===== config.mk =====
export PLATFORM = sky130hd
export DESIGN_NAME = lcc_link_cycle_control
export DESIGN_NICKNAME = d
export VERILOG_FILES = /design/src/common/lcc_pkg.sv /design/src/verilog/lcc_cycle_timer.sv /design/src/verilog/lcc_link_cycle_control.sv
export VERILOG_INCLUDE_DIRS = /design/src /design/src/common
export SDC_FILE = /design/constraint.sdc
export NUM_CORES = 1
export LEC_CHECK = 0
export ABC_CLOCK_PERIOD_IN_PS = 4200
export BUFFER_PORTS_ARGS = -buffer_cell sky130_fd_sc_hd__buf_2
export CAP_MARGIN = 30
export CORE_MARGIN = 5
export CORE_UTILIZATION = 53
export DETAILED_ROUTE_END_ITERATION = 8
export GPL_ROUTABILITY_DRIVEN = 0
export PLACE_DENSITY_LB_ADDON = 0.25
export SETUP_SLACK_MARGIN = 0.02
export SLEW_MARGIN = 20
export SYNTH_ARGS = -nofsm -noshare
export SYNTH_HDL_FRONTEND = slang
export SYNTH_HIERARCHICAL = 1
export SYNTH_SLANG_ARGS = --single-unit

===== constraint.sdc =====
create_clock -name i_core_clk -period 4.2 [get_ports i_core_clk]
set_input_delay 0.84 -clock i_core_clk [delete_from_list [all_inputs] [get_ports i_core_clk]]
set_output_delay 0.84 -clock i_core_clk [all_outputs]
set_load 0.02 [all_outputs]

===== src/common/lcc_map.svh =====
`ifndef LCC_MAP_SVH
`define LCC_MAP_SVH

// register byte offsets
`define LCC_OFS_FAIRNESS      8'hdc
`define LCC_OFS_LINK_SET      8'he0
`define LCC_OFS_LINK_CLEAR    8'he4
`define LCC_OFS_TIMER_STATUS  8'hf0

// fairness limit field
`define LCC_FAIR_LIMIT_LSB    0
`define LCC_FAIR_LIMIT_W      8
`define LCC_FAIR_LIMIT_RST    8'h00

// link control flag positions
`define LCC_BIT_EXT_ROLLOVER  22
`define LCC_BIT_CYCLE_MASTER  21
`define LCC_BIT_COUNTER_RUN   20
`define LCC_BIT_ACCEPT_PHY    10
`define LCC_BIT_ACCEPT_SELFID 9
`define LCC_BIT_SYNC_FORCE    6
`define LCC_FLAG_RST          1'b0

// timer status layout
`define LCC_STAT_OFFSET_LSB   0
`define LCC_STAT_COUNT_LSB    12
`define LCC_STAT_ROOT_BIT     31

// timing: link tick rate against core clock rate, both in kHz
`define LCC_LINK_KHZ          24576
`define LCC_CORE_KHZ          50000
`define LCC_CYCLE_TICKS       3072

`endif


===== src/common/lcc_pkg.sv =====
package lcc_pkg;
  typedef logic [7:0]  lcc_limit_t;
  typedef logic [11:0] lcc_offset_t;
  typedef logic [12:0] lcc_count_t;
endpackage


===== src/verilog/lcc_cycle_timer.sv =====
`timescale 1ns/1ns
`include "lcc_map.svh"

module lcc_cycle_timer #(
  parameter int CYCLE_TICKS = `LCC_CYCLE_TICKS
) (
  input  wire logic               i_core_clk,
  input  wire logic               i_resetn,
  input  wire logic               i_tick,
  input  wire logic               i_run,
  input  wire logic               i_ext_select,
  input  wire logic               i_ext_event,
  input  wire logic               i_resync,
  output lcc_pkg::lcc_offset_t    o_offset,
  output lcc_pkg::lcc_count_t     o_count,
  output logic                    o_rollover
);

  localparam lcc_pkg::lcc_offset_t LAST = 12'(CYCLE_TICKS - 1);

  initial begin
    if (CYCLE_TICKS < 2 || CYCLE_TICKS > 4096) begin
      $error("cycle length does not fit the offset counter");
    end
  end

  lcc_pkg::lcc_offset_t offset_q;
  lcc_pkg::lcc_count_t  count_q;
  logic                 roll;

  // roll on own count or on external event, only while running
  always_comb begin
    if (!i_run) begin
      roll = 1'b0;
    end else if (i_ext_select) begin
      roll = i_ext_event;
    end else begin
      roll = i_tick && (offset_q == LAST);
    end
  end

  always_ff @(posedge i_core_clk) begin
    if (!i_resetn) begin
      offset_q <= '0;
    end else if (i_resync || roll) begin
      offset_q <= '0;
    end else if (i_run && i_tick && offset_q != LAST) begin
      offset_q <= offset_q + 12'h001;
    end
  end

  always_ff @(posedge i_core_clk) begin
    if (!i_resetn) begin
      count_q <= '0;
    end else if (roll) begin
      count_q <= count_q + 13'h0001;
    end
  end

  always_ff @(posedge i_core_clk) begin
    if (!i_resetn) begin
      o_rollover <= 1'b0;
    end else begin
      o_rollover <= roll;
    end
  end

  assign o_offset = offset_q;
  assign o_count  = count_q;

endmodule


===== src/verilog/lcc_link_cycle_control.sv =====
// Chosen here: the APB slave port.
`timescale 1ns/1ns
`include "lcc_map.svh"

module lcc_link_cycle_control #(
  parameter int N_ISO = 4
) (
  input  wire logic                 i_core_clk,
  input  wire logic                 i_resetn,
  input  wire logic                 i_fundamental_reset_input_n,
  // apb slave
  input  wire logic                 i_psel,
  input  wire logic                 i_penable,
  input  wire logic                 i_pwrite,
  input  wire logic [7:0]           i_paddr,
  input  wire logic [31:0]          i_pwdata,
  output logic [31:0]               o_prdata,
  output logic                      o_pready,
  output logic                      o_pslverr,
  // fairness
  input  wire logic                 i_fairness_interval_start,
  input  wire logic                 i_prio_req,
  output logic                      o_prio_req_allowed,
  // cycle timer and cycle start
  input  wire logic                 i_external_cycle_input,
  input  wire logic                 i_overlong_cycle_event,
  input  wire logic                 i_cycle_start_rx,
  output logic                      o_cycle_start_accept,
  output logic                      o_cycle_start_emit,
  output lcc_pkg::lcc_offset_t      o_cycle_offset,
  // root status from phy
  input  wire logic                 i_bus_reset,
  input  wire logic                 i_phy_root,
  output logic                      o_root,
  // receiver
  input  wire logic                 i_async_receive_enabled,
  input  wire logic                 i_phy_pkt_rx,
  input  wire logic                 i_selfid_rx,
  output logic                      o_phy_pkt_store,
  output logic                      o_selfid_store,
  // isochronous receive match tag one bits
  input  wire logic [N_ISO-1:0]     i_tag_one_we,
  input  wire logic [N_ISO-1:0]     i_tag_one_wdata,
  output logic [N_ISO-1:0]          o_tag_one_sync_filter,
  // flag levels
  output logic                      o_external_rollover_select,
  output logic                      o_cycle_start_generate,
  output logic                      o_cycle_counter_run,
  output logic                      o_accept_phy_packets,
  output logic                      o_accept_selfid_packets,
  output logic                      o_sync_filter_force
);

  localparam logic [16:0] LINK_STEP = 17'(`LCC_LINK_KHZ);
  localparam logic [16:0] CORE_MOD  = 17'(`LCC_CORE_KHZ);

  initial begin
    if (N_ISO < 1 || N_ISO > 32) begin
      $error("iso context count out of range");
    end
    if (`LCC_LINK_KHZ >= `LCC_CORE_KHZ) begin
      $error("link tick rate must be below core clock rate");
    end
  end

  // ---------------------------------------------------------------
  // apb decode
  // ---------------------------------------------------------------
  logic hit_fair;
  logic hit_set;
  logic hit_clr;
  logic hit_stat;
  logic hit_any;
  logic wr_en;
  logic setup;

  assign hit_fair = (i_paddr == `LCC_OFS_FAIRNESS);
  assign hit_set  = (i_paddr == `LCC_OFS_LINK_SET);
  assign hit_clr  = (i_paddr == `LCC_OFS_LINK_CLEAR);
  assign hit_stat = (i_paddr == `LCC_OFS_TIMER_STATUS);
  assign hit_any  = hit_fair | hit_set | hit_clr | hit_stat;
  assign setup    = i_psel && !i_penable;
  assign wr_en    = i_psel && i_penable && i_pwrite;
  assign o_pready = 1'b1;
  assign o_pslverr = i_psel && i_penable && !hit_any;

  logic set_wr;
  logic clr_wr;

  assign set_wr = wr_en && hit_set;
  assign clr_wr = wr_en && hit_clr;

  // ---------------------------------------------------------------
  // fairness limit
  // ---------------------------------------------------------------
  lcc_pkg::lcc_limit_t limit_q;
  lcc_pkg::lcc_limit_t used_q;

  always_ff @(posedge i_core_clk) begin
    if (!i_resetn) begin
      limit_q <= `LCC_FAIR_LIMIT_RST;
    end else if (wr_en && hit_fair) begin
      limit_q <= i_pwdata[`LCC_FAIR_LIMIT_LSB +: `LCC_FAIR_LIMIT_W];
    end
  end

  // a new interval frees the quota in the same cycle
  always_comb begin
    if (i_fairness_interval_start) begin
      o_prio_req_allowed = (limit_q != 8'h00);
    end else begin
      o_prio_req_allowed = (used_q < limit_q);
    end
  end

  always_ff @(posedge i_core_clk) begin
    if (!i_resetn) begin
      used_q <= 8'h00;
    end else if (i_fairness_interval_start) begin
      used_q <= (i_prio_req && o_prio_req_allowed) ? 8'h01 : 8'h00;
    end else if (i_prio_req && o_prio_req_allowed) begin
      used_q <= used_q + 8'h01;
    end
  end

  // ---------------------------------------------------------------
  // link control flags
  // ---------------------------------------------------------------
  logic ext_sel_q;
  logic master_q;
  logic run_q;
  logic acc_phy_q;
  logic acc_sid_q;
  logic force_q;
  logic root_q;

  always_ff @(posedge i_core_clk) begin
    if (!i_resetn) begin
      ext_sel_q <= `LCC_FLAG_RST;
    end else if (set_wr && i_pwdata[`LCC_BIT_EXT_ROLLOVER]) begin
      ext_sel_q <= 1'b1;
    end else if (clr_wr && i_pwdata[`LCC_BIT_EXT_ROLLOVER]) begin
      ext_sel_q <= 1'b0;
    end
  end

  // hardware clear wins over a software set while the event stands
  always_ff @(posedge i_core_clk) begin
    if (!i_resetn) begin
      master_q <= `LCC_FLAG_RST;
    end else if (i_overlong_cycle_event) begin
      master_q <= 1'b0;
    end else if (set_wr && i_pwdata[`LCC_BIT_CYCLE_MASTER]) begin
      master_q <= 1'b1;
    end else if (clr_wr && i_pwdata[`LCC_BIT_CYCLE_MASTER]) begin
      master_q <= 1'b0;
    end
  end

  always_ff @(posedge i_core_clk) begin
    if (!i_resetn) begin
      run_q <= `LCC_FLAG_RST;
    end else if (set_wr && i_pwdata[`LCC_BIT_COUNTER_RUN]) begin
      run_q <= 1'b1;
    end else if (clr_wr && i_pwdata[`LCC_BIT_COUNTER_RUN]) begin
      run_q <= 1'b0;
    end
  end

  always_ff @(posedge i_core_clk) begin
    if (!i_resetn) begin
      acc_phy_q <= `LCC_FLAG_RST;
    end else if (set_wr && i_pwdata[`LCC_BIT_ACCEPT_PHY]) begin
      acc_phy_q <= 1'b1;
    end else if (clr_wr && i_pwdata[`LCC_BIT_ACCEPT_PHY]) begin
      acc_phy_q <= 1'b0;
    end
  end

  // software must have loaded the self-id pointer first
  always_ff @(posedge i_core_clk) begin
    if (!i_resetn) begin
      acc_sid_q <= `LCC_FLAG_RST;
    end else if (set_wr && i_pwdata[`LCC_BIT_ACCEPT_SELFID]) begin
      acc_sid_q <= 1'b1;
    end else if (clr_wr && i_pwdata[`LCC_BIT_ACCEPT_SELFID]) begin
      acc_sid_q <= 1'b0;
    end
  end

  // set only; clear address and system reset have no effect
  always_ff @(posedge i_core_clk) begin
    if (!i_fundamental_reset_input_n) begin
      force_q <= `LCC_FLAG_RST;
    end else if (set_wr && i_pwdata[`LCC_BIT_SYNC_FORCE]) begin
      force_q <= 1'b1;
    end
  end

  always_ff @(posedge i_core_clk) begin
    if (!i_resetn) begin
      root_q <= 1'b0;
    end else if (i_bus_reset) begin
      root_q <= i_phy_root;
    end
  end

  // ---------------------------------------------------------------
  // link tick from core clock, phase accumulator
  // ---------------------------------------------------------------
  logic [16:0] phase_q;
  logic [16:0] phase_sum;
  logic        tick;

  assign phase_sum = phase_q + LINK_STEP;
  assign tick      = (phase_sum >= CORE_MOD);

  always_ff @(posedge i_core_clk) begin
    if (!i_resetn) begin
      phase_q <= 17'h00000;
    end else if (tick) begin
      phase_q <= phase_sum - CORE_MOD;
    end else begin
      phase_q <= phase_sum;
    end
  end

  // ---------------------------------------------------------------
  // cycle timer and cycle start
  // ---------------------------------------------------------------
  lcc_pkg::lcc_offset_t offset;
  lcc_pkg::lcc_count_t  count;
  logic                 rollover;
  logic                 resync;

  assign resync = i_cycle_start_rx && !root_q;

  lcc_cycle_timer #(
    .CYCLE_TICKS (`LCC_CYCLE_TICKS)
  ) u_timer (
    .i_core_clk   (i_core_clk),
    .i_resetn     (i_resetn),
    .i_tick       (tick),
    .i_run        (run_q),
    .i_ext_select (ext_sel_q),
    .i_ext_event  (i_external_cycle_input),
    .i_resync     (resync),
    .o_offset     (offset),
    .o_count      (count),
    .o_rollover   (rollover)
  );

  always_ff @(posedge i_core_clk) begin
    if (!i_resetn) begin
      o_cycle_start_emit <= 1'b0;
    end else begin
      o_cycle_start_emit <= rollover && master_q && root_q;
    end
  end

  always_ff @(posedge i_core_clk) begin
    if (!i_resetn) begin
      o_cycle_start_accept <= 1'b0;
    end else begin
      o_cycle_start_accept <= resync;
    end
  end

  assign o_cycle_offset = offset;

  // ---------------------------------------------------------------
  // receiver gating
  // ---------------------------------------------------------------
  always_ff @(posedge i_core_clk) begin
    if (!i_resetn) begin
      o_phy_pkt_store <= 1'b0;
    end else begin
      o_phy_pkt_store <= i_phy_pkt_rx && acc_phy_q && i_async_receive_enabled;
    end
  end

  always_ff @(posedge i_core_clk) begin
    if (!i_resetn) begin
      o_selfid_store <= 1'b0;
    end else begin
      o_selfid_store <= i_selfid_rx && acc_sid_q;
    end
  end

  // ---------------------------------------------------------------
  // per-context tag one sync filter bits
  // ---------------------------------------------------------------
  logic [N_ISO-1:0] tag_q;

  for (genvar g = 0; g < N_ISO; g++) begin : g_iso
    always_ff @(posedge i_core_clk) begin
      if (!i_resetn) begin
        tag_q[g] <= 1'b0;
      end else if (i_tag_one_we[g]) begin
        tag_q[g] <= i_tag_one_wdata[g];
      end
    end
    assign o_tag_one_sync_filter[g] = tag_q[g] | force_q;
  end

  // ---------------------------------------------------------------
  // read back
  // ---------------------------------------------------------------
  logic [31:0] flags;
  logic [31:0] rd_mux;

  always_comb begin
    flags = 32'h00000000;
    flags[`LCC_BIT_EXT_ROLLOVER]  = ext_sel_q;
    flags[`LCC_BIT_CYCLE_MASTER]  = master_q;
    flags[`LCC_BIT_COUNTER_RUN]   = run_q;
    flags[`LCC_BIT_ACCEPT_PHY]    = acc_phy_q;
    flags[`LCC_BIT_ACCEPT_SELFID] = acc_sid_q;
    flags[`LCC_BIT_SYNC_FORCE]    = force_q;
  end

  always_comb begin
    rd_mux = 32'h00000000;
    if (hit_fair) begin
      rd_mux = {24'h000000, limit_q};
    end else if (hit_set || hit_clr) begin
      rd_mux = flags;
    end else if (hit_stat) begin
      rd_mux[`LCC_STAT_OFFSET_LSB +: 12] = offset;
      rd_mux[`LCC_STAT_COUNT_LSB +: 13]  = count;
      rd_mux[`LCC_STAT_ROOT_BIT]         = root_q;
    end
  end

  always_ff @(posedge i_core_clk) begin
    if (!i_resetn) begin
      o_prdata <= 32'h00000000;
    end else if (setup && !i_pwrite) begin
      o_prdata <= rd_mux;
    end
  end

  // ---------------------------------------------------------------
  // flag levels out
  // ---------------------------------------------------------------
  assign o_external_rollover_select = ext_sel_q;
  assign o_cycle_start_generate     = master_q;
  assign o_cycle_counter_run        = run_q;
  assign o_accept_phy_packets       = acc_phy_q;
  assign o_accept_selfid_packets    = acc_sid_q;
  assign o_sync_filter_force        = force_q;
  assign o_root                     = root_q;

endmodule


==> report_table.html, run 1 <==
<table>
<tr><th>Metric</th><th>Value</th></tr>
<tr><th colspan="2">Run status</th></tr>
<tr><td>Result of the run</td><td>complete, no violations</td></tr>
<tr><th colspan="2">Finish</th></tr>
<tr><td>Final core utilization</td><td>63.10%</td></tr>
<tr><td>Diodes inserted</td><td>0</td></tr>
<tr><td>Most common cell after layout, fill and taps aside</td><td>sky130_fd_sc_hd__buf_2</td></tr>
<tr><td>Final Cell Area</td><td>0.005557 mm²</td></tr>
<tr><td>Number of nets in the layout</td><td>714</td></tr>
<tr><td>Area Overhead vs Synth</td><td>15.17%</td></tr>
<tr><td>Top library cells by usage in the layout, fill and taps aside</td><td>sky130_fd_sc_hd__buf_2, sky130_fd_sc_hd__dfxtp_1, sky130_fd_sc_hd__nor2_1, sky130_fd_sc_hd__a21oi_1, sky130_fd_sc_hd__nand2_1</td></tr>
<tr><td>Count of fill cells added during filler insertion</td><td>775</td></tr>
<tr><td>Share of final-layout standard cells stronger than drive strength 1</td><td>21.72%</td></tr>
<tr><th colspan="2">Worst setup path</th></tr>
<tr><td>Launching element type of the critical path</td><td>flip-flop</td></tr>
<tr><td>Worst path most repeated cell</td><td>sky130_fd_sc_hd__nand3_1</td></tr>
<tr><td>Startpoint-to-endpoint class of the critical path</td><td>reg -&gt; reg</td></tr>
<tr><td>Worst stage delay on the critical path</td><td>820 ps</td></tr>
<tr><td>Data arrival time at the worst-slack endpoint</td><td>3600 ps</td></tr>
<tr><td>Category of the worst setup path capture point</td><td>flip-flop</td></tr>
<tr><td>Cell with the biggest individual delay on the critical path</td><td>sky130_fd_sc_hd__o311ai_2</td></tr>
<tr><td>Required @ worst endpoint</td><td>4400 ps</td></tr>
<tr><td>CP Max Fanout</td><td>20</td></tr>
<tr><td>Crit-path cells</td><td>inv_1 &gt; ha_1 &gt; and4bb_2 &gt; nand3_1 &gt; o2111a_2 &gt; nor2_1 &gt; buf_4 &gt; and2_1 &gt; nand3_1 &gt; o311ai_2 &gt; nor3_1</td></tr>
<tr><th colspan="2">Flow run</th></tr>
<tr><td>Number of max-cap violations</td><td>0</td></tr>
<tr><th colspan="2">Power</th></tr>
<tr><td>Pwr dens</td><td>406.0 mW/mm²</td></tr>
<tr><td>Highest ir drop seen on vdd</td><td>0.0002205 V</td></tr>
<tr><td>Leakage power</td><td>2.262 nW</td></tr>
<tr><th colspan="2">STA</th></tr>
<tr><td>Number of failing hold endpoints at the final stage</td><td>0</td></tr>
<tr><td>Slew HR</td><td>38.76%</td></tr>
<tr><td>Count of final setup violators</td><td>0</td></tr>
<tr><td>Slew at the pin closest to its max-slew limit</td><td>917.2 ps</td></tr>
<tr><td>Maximum clock frequency</td><td>293.9 MHz</td></tr>
<tr><td>Final clock skew</td><td>10.03 ps</td></tr>
<tr><td>Final Max Slew Viols</td><td>0</td></tr>
<tr><td>RSZ-0062 raised after global routing</td><td>false</td></tr>
<tr><td>Final total negative setup slack</td><td>0 ps</td></tr>
<tr><td>Min cycle time layout</td><td>3402 ps</td></tr>
<tr><td>Final critical-path share of the clock period</td><td>81.00%</td></tr>
<tr><th colspan="2">Yosys</th></tr>
<tr><td>Cell type with the largest total area after synthesis</td><td>sky130_fd_sc_hd__dfxtp_1</td></tr>
<tr><td>Commonest register cell after synthesis</td><td>sky130_fd_sc_hd__dfxtp_1</td></tr>
<tr><td>Share of Yosys cell area claimed by the top area cell type</td><td>39.83%</td></tr>
<tr><td>Synth area leaders</td><td>sky130_fd_sc_hd__dfxtp_1, sky130_fd_sc_hd__mux2i_1, sky130_fd_sc_hd__nor2_1</td></tr>
<tr><td>Synth warnings</td><td>6</td></tr>
<tr><td>Post-Syn Area per Cell</td><td>8.836 µm²</td></tr>
<tr><td>Register bit count reported by yosys</td><td>96</td></tr>
<tr><td>Post-synth EDFFs</td><td>0</td></tr>
<tr><td>Portion of the post-synthesis area used by sequential elements</td><td>39.83%</td></tr>
<tr><td>Netlist Area Pre-Place</td><td>0.004825 mm²</td></tr>
<tr><td>Post-synthesis async set-or-reset flop share</td><td>0%</td></tr>
<tr><td>Synth cell types</td><td>72</td></tr>
<tr><td>Number of standard cells after synthesis</td><td>546</td></tr>
<tr><th colspan="2">Routing</th></tr>
<tr><td>Post-detailed-route via-to-cell ratio</td><td>6.075</td></tr>
<tr><td>Initial DRC count</td><td>235</td></tr>
<tr><td>DR WL/cell</td><td>16.53 µm</td></tr>
<tr><td>Count of antenna-violating nets left after detailed routing</td><td>0</td></tr>
<tr><td>Vias</td><td>4544</td></tr>
<tr><td>Count of unresolved DRC violations after routing</td><td>0</td></tr>
<tr><td>First-pass iteration count of the detailed router</td><td>9</td></tr>
<tr><td>Total Wirelength</td><td>12360 µm</td></tr>
<tr><th colspan="2">GRT</th></tr>
<tr><td>Initial antenna violation count</td><td>0</td></tr>
<tr><td>Total routing usage reported by global routing</td><td>22.00%</td></tr>
<tr><td>First-pass GRT wire length</td><td>20520 µm</td></tr>
<tr><td>Maximum number of pins on one net before global-route repair</td><td>55</td></tr>
<tr><td>Overflow after GRT</td><td>0</td></tr>
<tr><td>Vias in the first global route</td><td>4295</td></tr>
<tr><th colspan="2">Placed design</th></tr>
<tr><td>Half-perimeter wire length of the detailed placement result</td><td>8806 µm</td></tr>
<tr><td>Port Buffers</td><td>99</td></tr>
<tr><td>Cell area reported after detailed placement</td><td>0.005324 mm²</td></tr>
<tr><th colspan="2">Die</th></tr>
<tr><td>Initial core utilization</td><td>54.79%</td></tr>
<tr><td>Row count</td><td>34</td></tr>
<tr><td>Die Footprint</td><td>0.01111 mm²</td></tr>
<tr><td>Die Height</td><td>105.4 µm</td></tr>
<tr><td>X dimension of the die</td><td>105.4 µm</td></tr>
<tr><td>CORE AREA</td><td>0.008806 mm²</td></tr>
<tr><td>Top-level I/O count</td><td>126</td></tr>
<tr><th colspan="2">Clock network</th></tr>
<tr><td>Total clock sinks</td><td>96</td></tr>
<tr><td>CTS Root Buffer Type</td><td>sky130_fd_sc_hd__clkbuf_8</td></tr>
<tr><td>Post-CTS sizing</td><td>0</td></tr>
<tr><td>Post-CTS setup repair buffer count</td><td>0</td></tr>
<tr><td>Worst skew pair latency</td><td>360 ps</td></tr>
<tr><td>Clock H-tree levels</td><td>3</td></tr>
<tr><td>Hold_buf cts</td><td>0</td></tr>
<tr><td>Number of buffers created by CTS</td><td>9</td></tr>
<tr><td>Clock tree from TritonCTS</td><td>done</td></tr>
<tr><td>Maximum buffer depth of the clock tree</td><td>2</td></tr>
<tr><td>Clock slew at reported path FFs</td><td>90 ps</td></tr>
<tr><th colspan="2">Min path</th></tr>
<tr><td>Min-delay worst type</td><td>reg -&gt; reg</td></tr>
</table>
## power breakdown
part | switching (mW) | leakage (nW) | internal (mW)
sequential | 0.0593 | 0.777 | 0.962
combinational | 0.333 | 1.38 | 0.246
clock | 0.319 | 0.104 | 0.336
## final cells by class
cell class	count	area, µm²	area share (%)
flip-flops and latches	96	1922	34.59
inverters	21	78.83	1.419
clock buffers	11	131.4	2.364
clock inverters	5	81.33	1.464
well taps	108	135.1	2.432
repair buffers	105	553.0	9.953
multi-input cells	402	2655	47.78
## per-stage QoR
step | hold slack [ps] | power, mW | setup slack [ps] | cells
finish | 474.8 | 2.256 | 797.8 | 748
global route | 503.5 | 2.376 | 540.8 | 748
floorplan | 442.3 | 1.494 | 1193 | 551
global placement | 454.1 | 1.583 | 990.6 | 731
CTS | 474.6 | 2.262 | 818.2 | 747
detailed placement | 459.5 | 1.606 | 858.4 | 731
## cell families (layout without fill, tap and decap cells)
| family | after synthesis | count (layout) | share of synthesized area, % |
|---|---|---|---|
| simple gates | 217 | 217 | 25.73 |
| compound gates | 132 | 132 | 18.59 |
| flops | 96 | 96 | 39.83 |
| buf+inv | 53 | 142 | 5.524 |
| mux | 25 | 25 | 5.187 |
| fa+ha+maj | 15 | 15 | 3.890 |
| xor+xnor | 6 | 6 | 1.089 |
| other cells | 2 | 7 | 0.1557 |
## path summary, 6_finish.rpt
check,depth (start not counted),end,start,slack [ps]
setup / recovery,11,u_timer/o_offset[8]$_SDFFE_PP0P_,phase_q[13]$_SDFF_PN0_,800
hold / removal,2,u_timer/o_count[12]$_SDFFE_PN0P_,u_timer/o_count[12]$_SDFFE_PN0P_,470
setup reg to reg,11,u_timer/o_offset[8]$_SDFFE_PP0P_,phase_q[13]$_SDFF_PN0_,800
hold reg to reg,2,u_timer/o_count[12]$_SDFFE_PN0P_,u_timer/o_count[12]$_SDFFE_PN0P_,470
## per-layer routing
layer | global-route usage [%] | vias up | part of all wire, %
met4 | 8.247 | 0 | 1.9
li1 | - | 2180 | -
met5 | 0 | - | 0
met2 | 36.25 | 183 | 47
met1 | 28.71 | 2153 | 44
met3 | 4.095 | 28 | 6.8
## state kept, by name, summed over array words and instances (netlist names), 4 cells and up
name,flops
used_q,8
tag_q,4
phase_q,13
u_timer/o_count,13
o_prdata,26
u_timer/o_offset,12
limit_q,8
## cell usage after synthesis, types with 5 or more instances
master / instances
sky130_fd_sc_hd__nand3_1: 17
sky130_fd_sc_hd__nor2_1: 60
sky130_fd_sc_hd__a222oi_1: 7
sky130_fd_sc_hd__nand2b_1: 12
sky130_fd_sc_hd__nor4_1: 8
sky130_fd_sc_hd__nand4_1: 9
sky130_fd_sc_hd__a21oi_1: 42
sky130_fd_sc_hd__and2_1: 5
sky130_fd_sc_hd__a211oi_1: 9
sky130_fd_sc_hd__nor2b_1: 9
sky130_fd_sc_hd__ha_1: 15
sky130_fd_sc_hd__dfxtp_1: 96
sky130_fd_sc_hd__buf_2: 6
sky130_fd_sc_hd__or3_1: 11
sky130_fd_sc_hd__nand2_1: 27
sky130_fd_sc_hd__clkbuf_1: 13
sky130_fd_sc_hd__or4_1: 8
sky130_fd_sc_hd__mux2i_1: 25
sky130_fd_sc_hd__a22oi_1: 14
sky130_fd_sc_hd__nor3_1: 13
sky130_fd_sc_hd__o21ai_0: 17
sky130_fd_sc_hd__and3_1: 9
sky130_fd_sc_hd__o31ai_1: 6
sky130_fd_sc_hd__inv_1: 20
sky130_fd_sc_hd__buf_4: 10
## critical path, delay by kind of cell, from the launching register on
family                     cells  cell delay [ps]
and+or+nand+nor                6             1110
AOI/OAI and AO/OA              2             1070
buffers and inverters          2              250
adders and majority gates      1              360
DFF                            1              460
Note: power is estimated with default switching activity, not from simulation.
==> inputs of run 2 (changes only) <==
--- a/config.mk
+++ b/config.mk
@@ -6,11 +6,12 @@
 export SDC_FILE = /design/constraint.sdc
 export NUM_CORES = 1
 export LEC_CHECK = 0
-export ABC_CLOCK_PERIOD_IN_PS = 4200
+export ABC_AREA = 1
+export ABC_CLOCK_PERIOD_IN_PS = 3200
 export BUFFER_PORTS_ARGS = -buffer_cell sky130_fd_sc_hd__buf_2
 export CAP_MARGIN = 30
 export CORE_MARGIN = 5
-export CORE_UTILIZATION = 53
+export CORE_UTILIZATION = 54
 export DETAILED_ROUTE_END_ITERATION = 8
 export GPL_ROUTABILITY_DRIVEN = 0
 export PLACE_DENSITY_LB_ADDON = 0.25
==> constraint.sdc (replaced) <==
create_clock -name i_core_clk -period 3.2 [get_ports i_core_clk]
set_input_delay 0.64 -clock i_core_clk [delete_from_list [all_inputs] [get_ports i_core_clk]]
set_output_delay 0.64 -clock i_core_clk [all_outputs]
set_load 0.02 [all_outputs]
==> run 2 against run 1 <==
  * Cell count increased by 29%
  * Critical path type unchanged
  * Largest power group unchanged
  * Clock power increased by 20%
  * Synthesized cell count increased by 36%
  * Largest cell class unchanged
  * Register-to-register slack got worse by 300 ps
  * Worst setup slack got worse by 300 ps
  * First-iteration DRC count increased by 4.3%
  * Combinational power increased by 33%
  * Hold slack got worse by 44 ps
==> report_table.html, run 2 <==
<table>
<tr><th>Metric</th><th>Value</th></tr>
<tr><th colspan="2">STA</th></tr>
<tr><td>Number of failing hold endpoints at the final stage</td><td>0 (unchanged)</td></tr>
<tr><td>Minimum setup slack in the final design</td><td>494.4 ps (was 797.8 ps)</td></tr>
<tr><td>Final clock skew</td><td>16.87 ps (was 10.03 ps)</td></tr>
<tr><td>Count of final setup violators</td><td>0 (unchanged)</td></tr>
<tr><td>Final critical-path share of the clock period</td><td>84.55% (was 81.00%)</td></tr>
<tr><td>Min cycle time layout</td><td>2706 ps (was 3402 ps)</td></tr>
<tr><td>Worst Hold Slack</td><td>430.4 ps (was 474.8 ps)</td></tr>
<tr><td>Slew HR</td><td>59.06% (was 38.76%)</td></tr>
<tr><td>Maximum clock frequency</td><td>369.6 MHz (was 293.9 MHz)</td></tr>
<tr><td>RSZ-0062 raised after global routing</td><td>false (unchanged)</td></tr>
<tr><td>Final Max Slew Viols</td><td>0 (unchanged)</td></tr>
<tr><td>Final total negative setup slack</td><td>0 ps (unchanged)</td></tr>
<tr><td>Slew at the pin closest to its max-slew limit</td><td>610.8 ps (was 917.2 ps)</td></tr>
<tr><th colspan="2">Worst setup path</th></tr>
<tr><td>Data arrival time at the worst-slack endpoint</td><td>2940 ps (was 3600 ps)</td></tr>
<tr><td>Crit-path cells</td><td>inv_2 &gt; ha_1 &gt; xor2_1 &gt; nor2_1 &gt; nand3_1 &gt; nand2_1 &gt; inv_2 &gt; nand2_2 &gt; inv_1 &gt; nor2_1 &gt; nand4_2 &gt; nand2_4 &gt; nand2_4 &gt; nand3_4 &gt; nor2_1 (was inv_1 &gt; ha_1 &gt; and4bb_2 &gt; nand3_1 &gt; o2111a_2 &gt; nor2_1 &gt; buf_4 &gt; and2_1 &gt; nand3_1 &gt; o311ai_2 &gt; nor3_1)</td></tr>
<tr><td>Cell with the biggest individual delay on the critical path</td><td>sky130_fd_sc_hd__dfxtp_1 (was sky130_fd_sc_hd__o311ai_2)</td></tr>
<tr><td>Required @ worst endpoint</td><td>3440 ps (was 4400 ps)</td></tr>
<tr><td>Category of the worst setup path capture point</td><td>flip-flop (unchanged)</td></tr>
<tr><td>Worst path most repeated cell</td><td>sky130_fd_sc_hd__nor2_1 (was sky130_fd_sc_hd__nand3_1)</td></tr>
<tr><td>Worst stage delay on the critical path</td><td>420 ps (was 820 ps)</td></tr>
<tr><td>Startpoint-to-endpoint class of the critical path</td><td>reg -&gt; reg (unchanged)</td></tr>
<tr><td>Kind of cell adding the most delay to the critical path</td><td>simple AND/OR/NAND/NOR gates (unchanged)</td></tr>
<tr><td>CP Max Fanout</td><td>25 (was 20)</td></tr>
<tr><td>Buf+Inv Stages, Crit Path</td><td>3 (was 2)</td></tr>
<tr><td>Launching element type of the critical path</td><td>flip-flop (unchanged)</td></tr>
<tr><th colspan="2">Finish</th></tr>
<tr><td>Area Overhead vs Synth</td><td>13.42% (was 15.17%)</td></tr>
<tr><td>Diodes inserted</td><td>0 (unchanged)</td></tr>
<tr><td>Share of final-layout standard cells stronger than drive strength 1</td><td>19.81% (was 21.72%)</td></tr>
<tr><td>Final Cell Area</td><td>0.005848 mm² (was 0.005557 mm²)</td></tr>
<tr><td>Top library cells by usage in the layout, fill and taps aside</td><td>sky130_fd_sc_hd__nand2_1, sky130_fd_sc_hd__nor2_1, sky130_fd_sc_hd__buf_2, sky130_fd_sc_hd__dfxtp_1, sky130_fd_sc_hd__inv_1 (was sky130_fd_sc_hd__buf_2, sky130_fd_sc_hd__dfxtp_1, sky130_fd_sc_hd__nor2_1, sky130_fd_sc_hd__a21oi_1, sky130_fd_sc_hd__nand2_1)</td></tr>
<tr><td>Count of fill cells added during filler insertion</td><td>865 (was 775)</td></tr>
<tr><td>Flip-flop count of the largest register after layout</td><td>26 (unchanged)</td></tr>
<tr><td>Largest register by flop count</td><td>o_prdata (unchanged)</td></tr>
<tr><td>Non-filler cells, final</td><td>967 (was 748)</td></tr>
<tr><td>Number of nets in the layout</td><td>912 (was 714)</td></tr>
<tr><td>Final core utilization</td><td>62.99% (was 63.10%)</td></tr>
<tr><td>Most common cell after layout, fill and taps aside</td><td>sky130_fd_sc_hd__nand2_1 (was sky130_fd_sc_hd__buf_2)</td></tr>
<tr><th colspan="2">Yosys</th></tr>
<tr><td>Share of Yosys cell area claimed by the top area cell type</td><td>37.27% (was 39.83%)</td></tr>
<tr><td>Netlist Area Pre-Place</td><td>0.005156 mm² (was 0.004825 mm²)</td></tr>
<tr><td>Commonest cells in the synthesized netlist</td><td>sky130_fd_sc_hd__nand2_1, sky130_fd_sc_hd__nor2_1, sky130_fd_sc_hd__dfxtp_1 (was sky130_fd_sc_hd__dfxtp_1, sky130_fd_sc_hd__nor2_1, sky130_fd_sc_hd__a21oi_1)</td></tr>
<tr><td>Portion of the post-synthesis area used by sequential elements</td><td>37.27% (was 39.83%)</td></tr>
<tr><td>Synth warnings</td><td>6 (unchanged)</td></tr>
<tr><td>Post-synth EDFFs</td><td>0 (unchanged)</td></tr>
<tr><td>Share of cell area taken by muxes after synthesis</td><td>0% (was 5.187%)</td></tr>
<tr><td>Register bit count reported by yosys</td><td>96 (unchanged)</td></tr>
<tr><td>Synth area leaders</td><td>sky130_fd_sc_hd__dfxtp_1, sky130_fd_sc_hd__nand2_1, sky130_fd_sc_hd__nor2_1 (was sky130_fd_sc_hd__dfxtp_1, sky130_fd_sc_hd__mux2i_1, sky130_fd_sc_hd__nor2_1)</td></tr>
<tr><td>Synth cell types</td><td>42 (was 72)</td></tr>
<tr><td>Post-Syn Area per Cell</td><td>6.930 µm² (was 8.836 µm²)</td></tr>
<tr><td>Synthesized-area fraction occupied by adder cells</td><td>3.640% (was 3.890%)</td></tr>
<tr><td>Post-synthesis async set-or-reset flop share</td><td>0% (unchanged)</td></tr>
<tr><td>Commonest register cell after synthesis</td><td>sky130_fd_sc_hd__dfxtp_1 (unchanged)</td></tr>
<tr><td>Number of standard cells after synthesis</td><td>744 (was 546)</td></tr>
<tr><td>Post-synthesis share of cell area spent on xor and xnor gates</td><td>2.888% (was 1.089%)</td></tr>
<tr><td>Most repeated cell in the gate-level netlist after synthesis</td><td>sky130_fd_sc_hd__nand2_1 (was sky130_fd_sc_hd__dfxtp_1)</td></tr>
<tr><td>Compound-gate portion of the synthesized area</td><td>11.77% (was 18.59%)</td></tr>
<tr><td>Main combinational cell family by area after synthesis</td><td>simple AND/OR/NAND/NOR gates (unchanged)</td></tr>
<tr><td>Post-synthesis share of cell area spent on and, or, nand and nor gates</td><td>33.56% (was 25.73%)</td></tr>
<tr><td>Cell type with the largest total area after synthesis</td><td>sky130_fd_sc_hd__dfxtp_1 (unchanged)</td></tr>
<tr><th colspan="2">GRT</th></tr>
<tr><td>First-pass GRT wire length</td><td>21420 µm (was 20520 µm)</td></tr>
<tr><td>Maximum number of pins on one net before global-route repair</td><td>45 (was 55)</td></tr>
<tr><td>Initial antenna violation count</td><td>1 (was 0)</td></tr>
<tr><td>Vias in the first global route</td><td>4822 (was 4295)</td></tr>
<tr><td>Overflow after GRT</td><td>0 (unchanged)</td></tr>
<tr><td>Total routing usage reported by global routing</td><td>22.48% (was 22.00%)</td></tr>
<tr><th colspan="2">Routing</th></tr>
<tr><td>Count of antenna-violating nets left after detailed routing</td><td>0 (unchanged)</td></tr>
<tr><td>Total Wirelength</td><td>13050 µm (was 12360 µm)</td></tr>
<tr><td>Count of unresolved DRC violations after routing</td><td>0 (unchanged)</td></tr>
<tr><td>First-pass iteration count of the detailed router</td><td>5 (was 9)</td></tr>
<tr><td>Post-detailed-route via-to-cell ratio</td><td>5.242 (was 6.075)</td></tr>
<tr><td>DR WL/cell</td><td>13.49 µm (was 16.53 µm)</td></tr>
<tr><td>Vias</td><td>5069 (was 4544)</td></tr>
<tr><td>Initial DRC count</td><td>245 (was 235)</td></tr>
<tr><th colspan="2">Placed design</th></tr>
<tr><td>Cell area reported after detailed placement</td><td>0.005654 mm² (was 0.005324 mm²)</td></tr>
<tr><td>Pre-CTS WS</td><td>606.1 ps (was 858.4 ps)</td></tr>
<tr><td>Port Buffers</td><td>99 (unchanged)</td></tr>
<tr><td>Half-perimeter wire length of the detailed placement result</td><td>9654 µm (was 8806 µm)</td></tr>
<tr><td>Instance count after placement with tap cells included</td><td>951 (was 731)</td></tr>
<tr><th colspan="2">Min path</th></tr>
<tr><td>Min-delay worst type</td><td>in -&gt; reg (was reg -&gt; reg)</td></tr>
<tr><th colspan="2">Clock network</th></tr>
<tr><td>Worst skew pair latency</td><td>360 ps (about the same)</td></tr>
<tr><td>CTS Root Buffer Type</td><td>sky130_fd_sc_hd__clkbuf_8 (unchanged)</td></tr>
<tr><td>Post-CTS sizing</td><td>0 (unchanged)</td></tr>
<tr><td>Total clock sinks</td><td>96 (unchanged)</td></tr>
<tr><td>Clock slew at reported path FFs</td><td>100 ps (was 90 ps)</td></tr>
<tr><td>Clock H-tree levels</td><td>3 (unchanged)</td></tr>
<tr><td>Maximum buffer depth of the clock tree</td><td>2 (unchanged)</td></tr>
<tr><td>Number of buffers created by CTS</td><td>9 (unchanged)</td></tr>
<tr><td>Hold_buf cts</td><td>0 (unchanged)</td></tr>
<tr><td>Clock tree from TritonCTS</td><td>done (unchanged)</td></tr>
<tr><td>Post-CTS setup repair buffer count</td><td>0 (unchanged)</td></tr>
<tr><th colspan="2">Die</th></tr>
<tr><td>Die Height</td><td>107.7 µm (was 105.4 µm)</td></tr>
<tr><td>CORE AREA</td><td>0.009284 mm² (was 0.008806 mm²)</td></tr>
<tr><td>Row count</td><td>35 (was 34)</td></tr>
<tr><td>X dimension of the die</td><td>107.7 µm (was 105.4 µm)</td></tr>
<tr><td>Initial core utilization</td><td>55.54% (was 54.79%)</td></tr>
<tr><td>Die Footprint</td><td>0.01160 mm² (was 0.01111 mm²)</td></tr>
<tr><td>Top-level I/O count</td><td>126 (unchanged)</td></tr>
<tr><th colspan="2">Power</th></tr>
<tr><td>Leakage power</td><td>2.696 nW (was 2.262 nW)</td></tr>
<tr><td>Pwr dens</td><td>495.1 mW/mm² (was 406.0 mW/mm²)</td></tr>
<tr><td>Power Total</td><td>2.895 mW (was 2.256 mW)</td></tr>
<tr><td>Highest ir drop seen on vdd</td><td>0.0003421 V (was 0.0002205 V)</td></tr>
<tr><th colspan="2">Run status</th></tr>
<tr><td>Result of the run</td><td>complete, no violations (unchanged)</td></tr>
<tr><th colspan="2">Flow run</th></tr>
<tr><td>Number of max-cap violations</td><td>0 (unchanged)</td></tr>
</table>
-- run 2: changes by cell type after synthesis, moves of 9 or more --
cell	delta
sky130_fd_sc_hd__inv_1	+61
sky130_fd_sc_hd__nand2_1	+134
sky130_fd_sc_hd__a22oi_1	-14
sky130_fd_sc_hd__nor2_2	+12
sky130_fd_sc_hd__nor2_1	+39
sky130_fd_sc_hd__or3_1	-11
sky130_fd_sc_hd__nand3_1	+46
sky130_fd_sc_hd__nand2b_1	-12
sky130_fd_sc_hd__nor2b_1	-9
sky130_fd_sc_hd__mux2i_1	-25
sky130_fd_sc_hd__a21oi_1	+25
sky130_fd_sc_hd__xor2_1	+10
sky130_fd_sc_hd__and3_1	-9
-- run 2: final timing paths --
check                                                    from                                   to  slack (ps)  cells past startpoint
worst min-delay path                   i_overlong_cycle_event  o_cycle_start_generate$_SDFFE_PP0P_         430                      2
worst max register to register         phase_q[13]$_SDFF_PN0_    u_timer/o_offset[10]$_SDFFE_PP0P_         490                     15
worst max-delay path                   phase_q[13]$_SDFF_PN0_    u_timer/o_offset[10]$_SDFFE_PP0P_         490                     15
worst min register to register  u_timer/o_rollover$_SDFF_PN0_        o_cycle_start_emit$_SDFF_PN0_         450                      2
-- run 2: power by group --
part,switching (mW),total (mW),internal (mW)
clock,0.427,0.788,0.362
combinational,0.499,0.769,0.271
sequential,0.0707,1.34,1.27
total,0.996,2.90,1.90
-- run 2: cell families after synthesis --
logic type	count (synthesis)
other	2
flip-flops	96
AND/OR/NAND/NOR	381
buffers and inverters	121
AO/OA/AOI/OAI	112
XOR/XNOR	17
adder cells (fa/ha/maj)	15
-- run 2: worst register-to-register path: stages (launching register included) --
cell	delay, ps
sky130_fd_sc_hd__dfxtp_1	420
sky130_fd_sc_hd__inv_2	90
sky130_fd_sc_hd__ha_1	210
sky130_fd_sc_hd__xor2_1	160
sky130_fd_sc_hd__nor2_1	140
sky130_fd_sc_hd__nand3_1	80
sky130_fd_sc_hd__nand2_1	100
sky130_fd_sc_hd__inv_2	120
sky130_fd_sc_hd__nand2_2	250
sky130_fd_sc_hd__inv_1	70
sky130_fd_sc_hd__nor2_1	120
sky130_fd_sc_hd__nand4_2	150
sky130_fd_sc_hd__nand2_4	260
sky130_fd_sc_hd__nand2_4	120
sky130_fd_sc_hd__nand3_4	220
sky130_fd_sc_hd__nor2_1	80
-- run 2: area by class of cell --
type	instances	area, µm²	area share [%]
flip-flops and latches	96	1922	32.86
multi-input cells	532	2700	46.17
repair buffers	104	533.0	9.114
clock buffers	9	123.9	2.118
inverters	90	337.8	5.777
clock inverters	7	70.07	1.198
well taps	129	161.4	2.760
-- run 2: per-layer routing --
layer | up-vias | global-route usage [%] | share of wire (%)
li1 | 2551 | - | -
met1 | 2332 | 26.18 | 41
met2 | 164 | 39.83 | 49
met3 | 20 | 5.879 | 7.9
met4 | 2 | 7.484 | 1.7
met5 | - | 0 | 0.10
==> inputs of run 3 (changes only) <==
--- a/config.mk
+++ b/config.mk
@@ -6,12 +6,12 @@
 export SDC_FILE = /design/constraint.sdc
 export NUM_CORES = 1
 export LEC_CHECK = 0
-export ABC_AREA = 1
-export ABC_CLOCK_PERIOD_IN_PS = 3200
+export ABC_AREA = 0
+export ABC_CLOCK_PERIOD_IN_PS = 2500
 export BUFFER_PORTS_ARGS = -buffer_cell sky130_fd_sc_hd__buf_2
 export CAP_MARGIN = 30
 export CORE_MARGIN = 5
-export CORE_UTILIZATION = 54
+export CORE_UTILIZATION = 53
 export DETAILED_ROUTE_END_ITERATION = 8
 export GPL_ROUTABILITY_DRIVEN = 0
 export PLACE_DENSITY_LB_ADDON = 0.25
==> constraint.sdc (replaced) <==
create_clock -name i_core_clk -period 2.5 [get_ports i_core_clk]
set_input_delay 0.5 -clock i_core_clk [delete_from_list [all_inputs] [get_ports i_core_clk]]
set_output_delay 0.5 -clock i_core_clk [all_outputs]
set_load 0.02 [all_outputs]
==> run 3 against run 2 <==
  * Largest power group unchanged
  * The run now ends with negative setup slack left
  * Non-clock buffer count rose by 22
  * Global-route usage decreased by 0.35 points
  * Via count down 9.7%
  * Largest cell class unchanged
==> report_table.html, run 3 (synthesis gave the netlist of run 1 again) <==
<table>
<tr><th>Metric</th><th>Value</th></tr>
<tr><th colspan="2">Routing</th></tr>
<tr><td>Post-detailed-route via-to-cell ratio</td><td>5.953 (was 5.242)</td></tr>
<tr><td>First-pass iteration count of the detailed router</td><td>7 (was 5)</td></tr>
<tr><td>Count of antenna-violating nets left after detailed routing</td><td>0 (unchanged)</td></tr>
<tr><td>Count of unresolved DRC violations after routing</td><td>0 (unchanged)</td></tr>
<tr><td>Initial DRC count</td><td>304 (was 245)</td></tr>
<tr><td>Total Wirelength</td><td>12820 µm (was 13050 µm)</td></tr>
<tr><td>Vias</td><td>4578 (was 5069)</td></tr>
<tr><td>DR WL/cell</td><td>16.67 µm (was 13.49 µm)</td></tr>
<tr><th colspan="2">Power</th></tr>
<tr><td>Highest ir drop seen on vdd</td><td>0.0004103 V (was 0.0003421 V)</td></tr>
<tr><td>Pwr dens</td><td>676.2 mW/mm² (was 495.1 mW/mm²)</td></tr>
<tr><td>Comb pwr share</td><td>29.3% (was 26.6%)</td></tr>
<tr><td>Reg power frac</td><td>43.2% (was 46.2%)</td></tr>
<tr><td>Switching component of the power</td><td>1.304 mW (was 0.9961 mW)</td></tr>
<tr><td>Share of power burned in the clock network</td><td>27.5% (was 27.2%)</td></tr>
<tr><td>Leakage power</td><td>2.390 nW (was 2.696 nW)</td></tr>
<tr><td>Switching share of total power</td><td>32.87% (was 34.41%)</td></tr>
<tr><td>Cell-internal power</td><td>2.664 mW (was 1.899 mW)</td></tr>
<tr><th colspan="2">Worst setup path</th></tr>
<tr><td>Startpoint-to-endpoint class of the critical path</td><td>reg -&gt; reg (unchanged)</td></tr>
<tr><td>Required @ worst endpoint</td><td>2790 ps (was 3440 ps)</td></tr>
<tr><td>CP Max Fanout</td><td>5 (was 25)</td></tr>
<tr><td>Launching element type of the critical path</td><td>flip-flop (unchanged)</td></tr>
<tr><td>Data arrival time at the worst-slack endpoint</td><td>2820 ps (was 2940 ps)</td></tr>
<tr><td>Reg2Reg Depth</td><td>10 (was 15)</td></tr>
<tr><td>R2r setup slk</td><td>-30 ps (was 490 ps)</td></tr>
<tr><td>Reg2reg start</td><td>phase_q[14]$_SDFF_PN0_ (was phase_q[13]$_SDFF_PN0_)</td></tr>
<tr><td>Reg-to-reg endpoint</td><td>u_timer/o_count[10]$_SDFFE_PN0P_ (was u_timer/o_offset[10]$_SDFFE_PP0P_)</td></tr>
<tr><td>Category of the worst setup path capture point</td><td>flip-flop (unchanged)</td></tr>
<tr><th colspan="2">Min path</th></tr>
<tr><td>Worst Hold Path Cells</td><td>2 (unchanged)</td></tr>
<tr><td>Startpoint of the lowest-slack hold path</td><td>i_overlong_cycle_event (unchanged)</td></tr>
<tr><td>Worst-case hold path end point</td><td>o_cycle_start_generate$_SDFFE_PP0P_ (unchanged)</td></tr>
<tr><td>Min-delay worst type</td><td>in -&gt; reg (unchanged)</td></tr>
<tr><th colspan="2">Finish</th></tr>
<tr><td>Number of nets in the layout</td><td>735 (was 912)</td></tr>
<tr><td>Final Cell Area</td><td>0.005868 mm² (was 0.005848 mm²)</td></tr>
<tr><td>Area used by sequential logic in the layout</td><td>0.001937 mm² (was 0.001922 mm²)</td></tr>
<tr><td>Count of fill cells added during filler insertion</td><td>708 (was 865)</td></tr>
<tr><td>Top library cells by usage in the layout, fill and taps aside</td><td>sky130_fd_sc_hd__buf_2, sky130_fd_sc_hd__dfxtp_1, sky130_fd_sc_hd__nor2_1, sky130_fd_sc_hd__a21oi_1, sky130_fd_sc_hd__nand2_1 (was sky130_fd_sc_hd__nand2_1, sky130_fd_sc_hd__nor2_1, sky130_fd_sc_hd__buf_2, sky130_fd_sc_hd__dfxtp_1, sky130_fd_sc_hd__inv_1)</td></tr>
<tr><td>Final core utilization</td><td>66.64% (was 62.99%)</td></tr>
<tr><td>Footprint of the multi-input gates</td><td>0.002790 mm² (was 0.002700 mm²)</td></tr>
<tr><td>Diodes inserted</td><td>0 (unchanged)</td></tr>
<tr><td>Most common cell after layout, fill and taps aside</td><td>sky130_fd_sc_hd__buf_2 (was sky130_fd_sc_hd__nand2_1)</td></tr>
<tr><td>Share of final-layout standard cells stronger than drive strength 1</td><td>29.20% (was 19.81%)</td></tr>
<tr><td>Largest register by flop count</td><td>o_prdata (unchanged)</td></tr>
<tr><td>Area Overhead vs Synth</td><td>21.63% (was 13.42%)</td></tr>
<tr><td>Flip-flop count of the largest register after layout</td><td>26 (unchanged)</td></tr>
<tr><th colspan="2">GRT</th></tr>
<tr><td>Overflow after GRT</td><td>0 (unchanged)</td></tr>
<tr><td>Initial antenna violation count</td><td>0 (was 1)</td></tr>
<tr><td>Total routing usage reported by global routing</td><td>22.13% (was 22.48%)</td></tr>
<tr><td>First-pass GRT wire length</td><td>20490 µm (was 21420 µm)</td></tr>
<tr><td>Maximum number of pins on one net before global-route repair</td><td>36 (was 45)</td></tr>
<tr><td>Vias in the first global route</td><td>4133 (was 4822)</td></tr>
<tr><th colspan="2">Placed design</th></tr>
<tr><td>Half-perimeter wire length of the detailed placement result</td><td>9040 µm (was 9654 µm)</td></tr>
<tr><td>Port Buffers</td><td>99 (unchanged)</td></tr>
<tr><td>Cell area reported after detailed placement</td><td>0.005472 mm² (was 0.005654 mm²)</td></tr>
<tr><th colspan="2">Die</th></tr>
<tr><td>Die Footprint</td><td>0.01111 mm² (was 0.01160 mm²)</td></tr>
<tr><td>Initial core utilization</td><td>54.79% (was 55.54%)</td></tr>
<tr><td>CORE AREA</td><td>0.008806 mm² (was 0.009284 mm²)</td></tr>
<tr><td>X dimension of the die</td><td>105.4 µm (was 107.7 µm)</td></tr>
<tr><td>Die Height</td><td>105.4 µm (was 107.7 µm)</td></tr>
<tr><td>Row count</td><td>34 (was 35)</td></tr>
<tr><td>Top-level I/O count</td><td>126 (unchanged)</td></tr>
<tr><th colspan="2">Clock network</th></tr>
<tr><td>Clock slew at reported path FFs</td><td>100 ps (about the same)</td></tr>
<tr><td>Number of buffers created by CTS</td><td>9 (unchanged)</td></tr>
<tr><td>Clock tree from TritonCTS</td><td>done (unchanged)</td></tr>
<tr><td>Hold_buf cts</td><td>0 (unchanged)</td></tr>
<tr><td>CTS Root Buffer Type</td><td>sky130_fd_sc_hd__clkbuf_8 (unchanged)</td></tr>
<tr><td>Total clock sinks</td><td>96 (unchanged)</td></tr>
<tr><td>Maximum buffer depth of the clock tree</td><td>2 (unchanged)</td></tr>
<tr><td>Worst skew pair latency</td><td>370 ps (was 360 ps)</td></tr>
<tr><td>Clock H-tree levels</td><td>3 (unchanged)</td></tr>
<tr><th colspan="2">STA</th></tr>
<tr><td>Min cycle time layout</td><td>2531 ps (was 2706 ps)</td></tr>
<tr><td>RSZ-0062 raised after global routing</td><td>true (was false)</td></tr>
<tr><td>Slew at the pin closest to its max-slew limit</td><td>646.5 ps (was 610.8 ps)</td></tr>
<tr><td>Final critical-path share of the clock period</td><td>101.2% (was 84.55%)</td></tr>
<tr><td>Slew HR</td><td>56.84% (was 59.06%)</td></tr>
<tr><td>Worst Hold Slack</td><td>298.3 ps (was 430.4 ps)</td></tr>
<tr><td>Count of final setup violators</td><td>3 (was 0)</td></tr>
<tr><td>Final Max Slew Viols</td><td>0 (unchanged)</td></tr>
<tr><td>Final clock skew</td><td>13.96 ps (was 16.87 ps)</td></tr>
<tr><td>Number of failing hold endpoints at the final stage</td><td>0 (unchanged)</td></tr>
<tr><td>Minimum setup slack in the final design</td><td>-30.77 ps (was 494.4 ps)</td></tr>
<tr><td>Maximum clock frequency</td><td>395.1 MHz (was 369.6 MHz)</td></tr>
<tr><th colspan="2">Run status</th></tr>
<tr><td>Failing checks</td><td>negative setup slack</td></tr>
<tr><td>Result of the run</td><td>complete, but fails checks (was complete, no violations)</td></tr>
<tr><th colspan="2">Flow run</th></tr>
<tr><td>Number of max-cap violations</td><td>0 (unchanged)</td></tr>
</table>
## run 3: changes by cell type in the layout (fill, tap and decap cells not counted), moves of 10 or more
cell,delta
sky130_fd_sc_hd__a21oi_1,-30
sky130_fd_sc_hd__inv_1,-63
sky130_fd_sc_hd__nor2_2,-12
sky130_fd_sc_hd__a22oi_1,+14
sky130_fd_sc_hd__nand2b_1,+12
sky130_fd_sc_hd__xor2_1,-10
sky130_fd_sc_hd__or3_1,+11
sky130_fd_sc_hd__nand3_1,-48
sky130_fd_sc_hd__nor2_1,-40
sky130_fd_sc_hd__nand2_1,-134
sky130_fd_sc_hd__buf_4,+21
sky130_fd_sc_hd__mux2i_1,+25
## run 3: worst max path at each step
stage,from,end,slack [ps],cells past startpoint
floorplan,phase_q[14]$_SDFF_PN0_,u_timer/o_offset[9]$_SDFFE_PP0P_,-30,12
global placement,phase_q[14]$_SDFF_PN0_,u_timer/o_count[5]$_SDFFE_PN0P_,40,10
detailed placement,phase_q[14]$_SDFF_PN0_,u_timer/o_count[3]$_SDFFE_PN0P_,-10,10
CTS,phase_q[14]$_SDFF_PN0_,u_timer/o_count[10]$_SDFFE_PN0P_,10,10
global route,phase_q[14]$_SDFF_PN0_,u_timer/o_count[10]$_SDFFE_PN0P_,-120,10
finish,phase_q[14]$_SDFF_PN0_,u_timer/o_count[10]$_SDFFE_PN0P_,-30,10
## run 3: layout make-up
type                       instances  share of cell area (%)
multi-input combinational        402                   47.55
clock inverter                     5                   1.109
inverter                          21                   1.386
tap                              108                   2.303
timing repair buffer             126                   12.07
clock buffer                      11                   2.580
sequential                        96                   33.01
## run 3: worst max-delay path: stages, from the launching register on
cell and delay (ps):
sky130_fd_sc_hd__dfxtp_2 360, sky130_fd_sc_hd__inv_2 60, sky130_fd_sc_hd__ha_4 230, sky130_fd_sc_hd__and4bb_2 310, sky130_fd_sc_hd__nand3_2 70, sky130_fd_sc_hd__o2111a_2 160
sky130_fd_sc_hd__nor2_4 170, sky130_fd_sc_hd__nand4b_1 140, sky130_fd_sc_hd__or4_4 490, sky130_fd_sc_hd__a211oi_2 250, sky130_fd_sc_hd__mux2i_1 230
## run 3: repair_timing
| action | 4_1_cts | 5_1_grt |
|---|---|---|
| endpoints found under the setup margin | 6 | 24 |
| setup buffers | 0 | 9 |
| resized for setup | 3 | 26 |
| gates cloned | 0 | 1 |
| pin swaps | 0 | 12 |
| endpoints found under the hold margin | 0 | 0 |
## run 3: power by group through the flow
| stage | combinational, mW | sequential, mW | clock [mW] |
|---|---|---|---|
| final | 1.16 | 1.71 | 1.09 |
| after global routing | 1.27 | 1.73 | 1.17 |
| after CTS | 1.09 | 1.71 | 1.11 |
| after detailed placement | 1.08 | 1.75 | 0 |
| after global placement | 1.04 | 1.74 | 0 |
| after floorplan | 0.843 | 1.74 | 0 |
## run 3: routing by layer
metal | GRT usage [%] | part of all wire (%)
met1 | 31.19 | 44
met2 | 35.02 | 48
met3 | 4.279 | 7.7
met4 | 5.342 | 0.92
met5 | 0 | 0
## run 3: through the flow
step	setup WS [ps]	cells	power, mW	TNS [ps]
2_1_floorplan	-30.49	551	2.582	-30.49
6_report	-30.77	769	3.968	-48.84
3_3_place_gp	38.19	743	2.786	0
5_1_grt	-122.2	769	4.163	-712.0
3_5_place_dp	-9.941	743	2.832	-9.941
4_1_cts	9.513	759	3.910	0
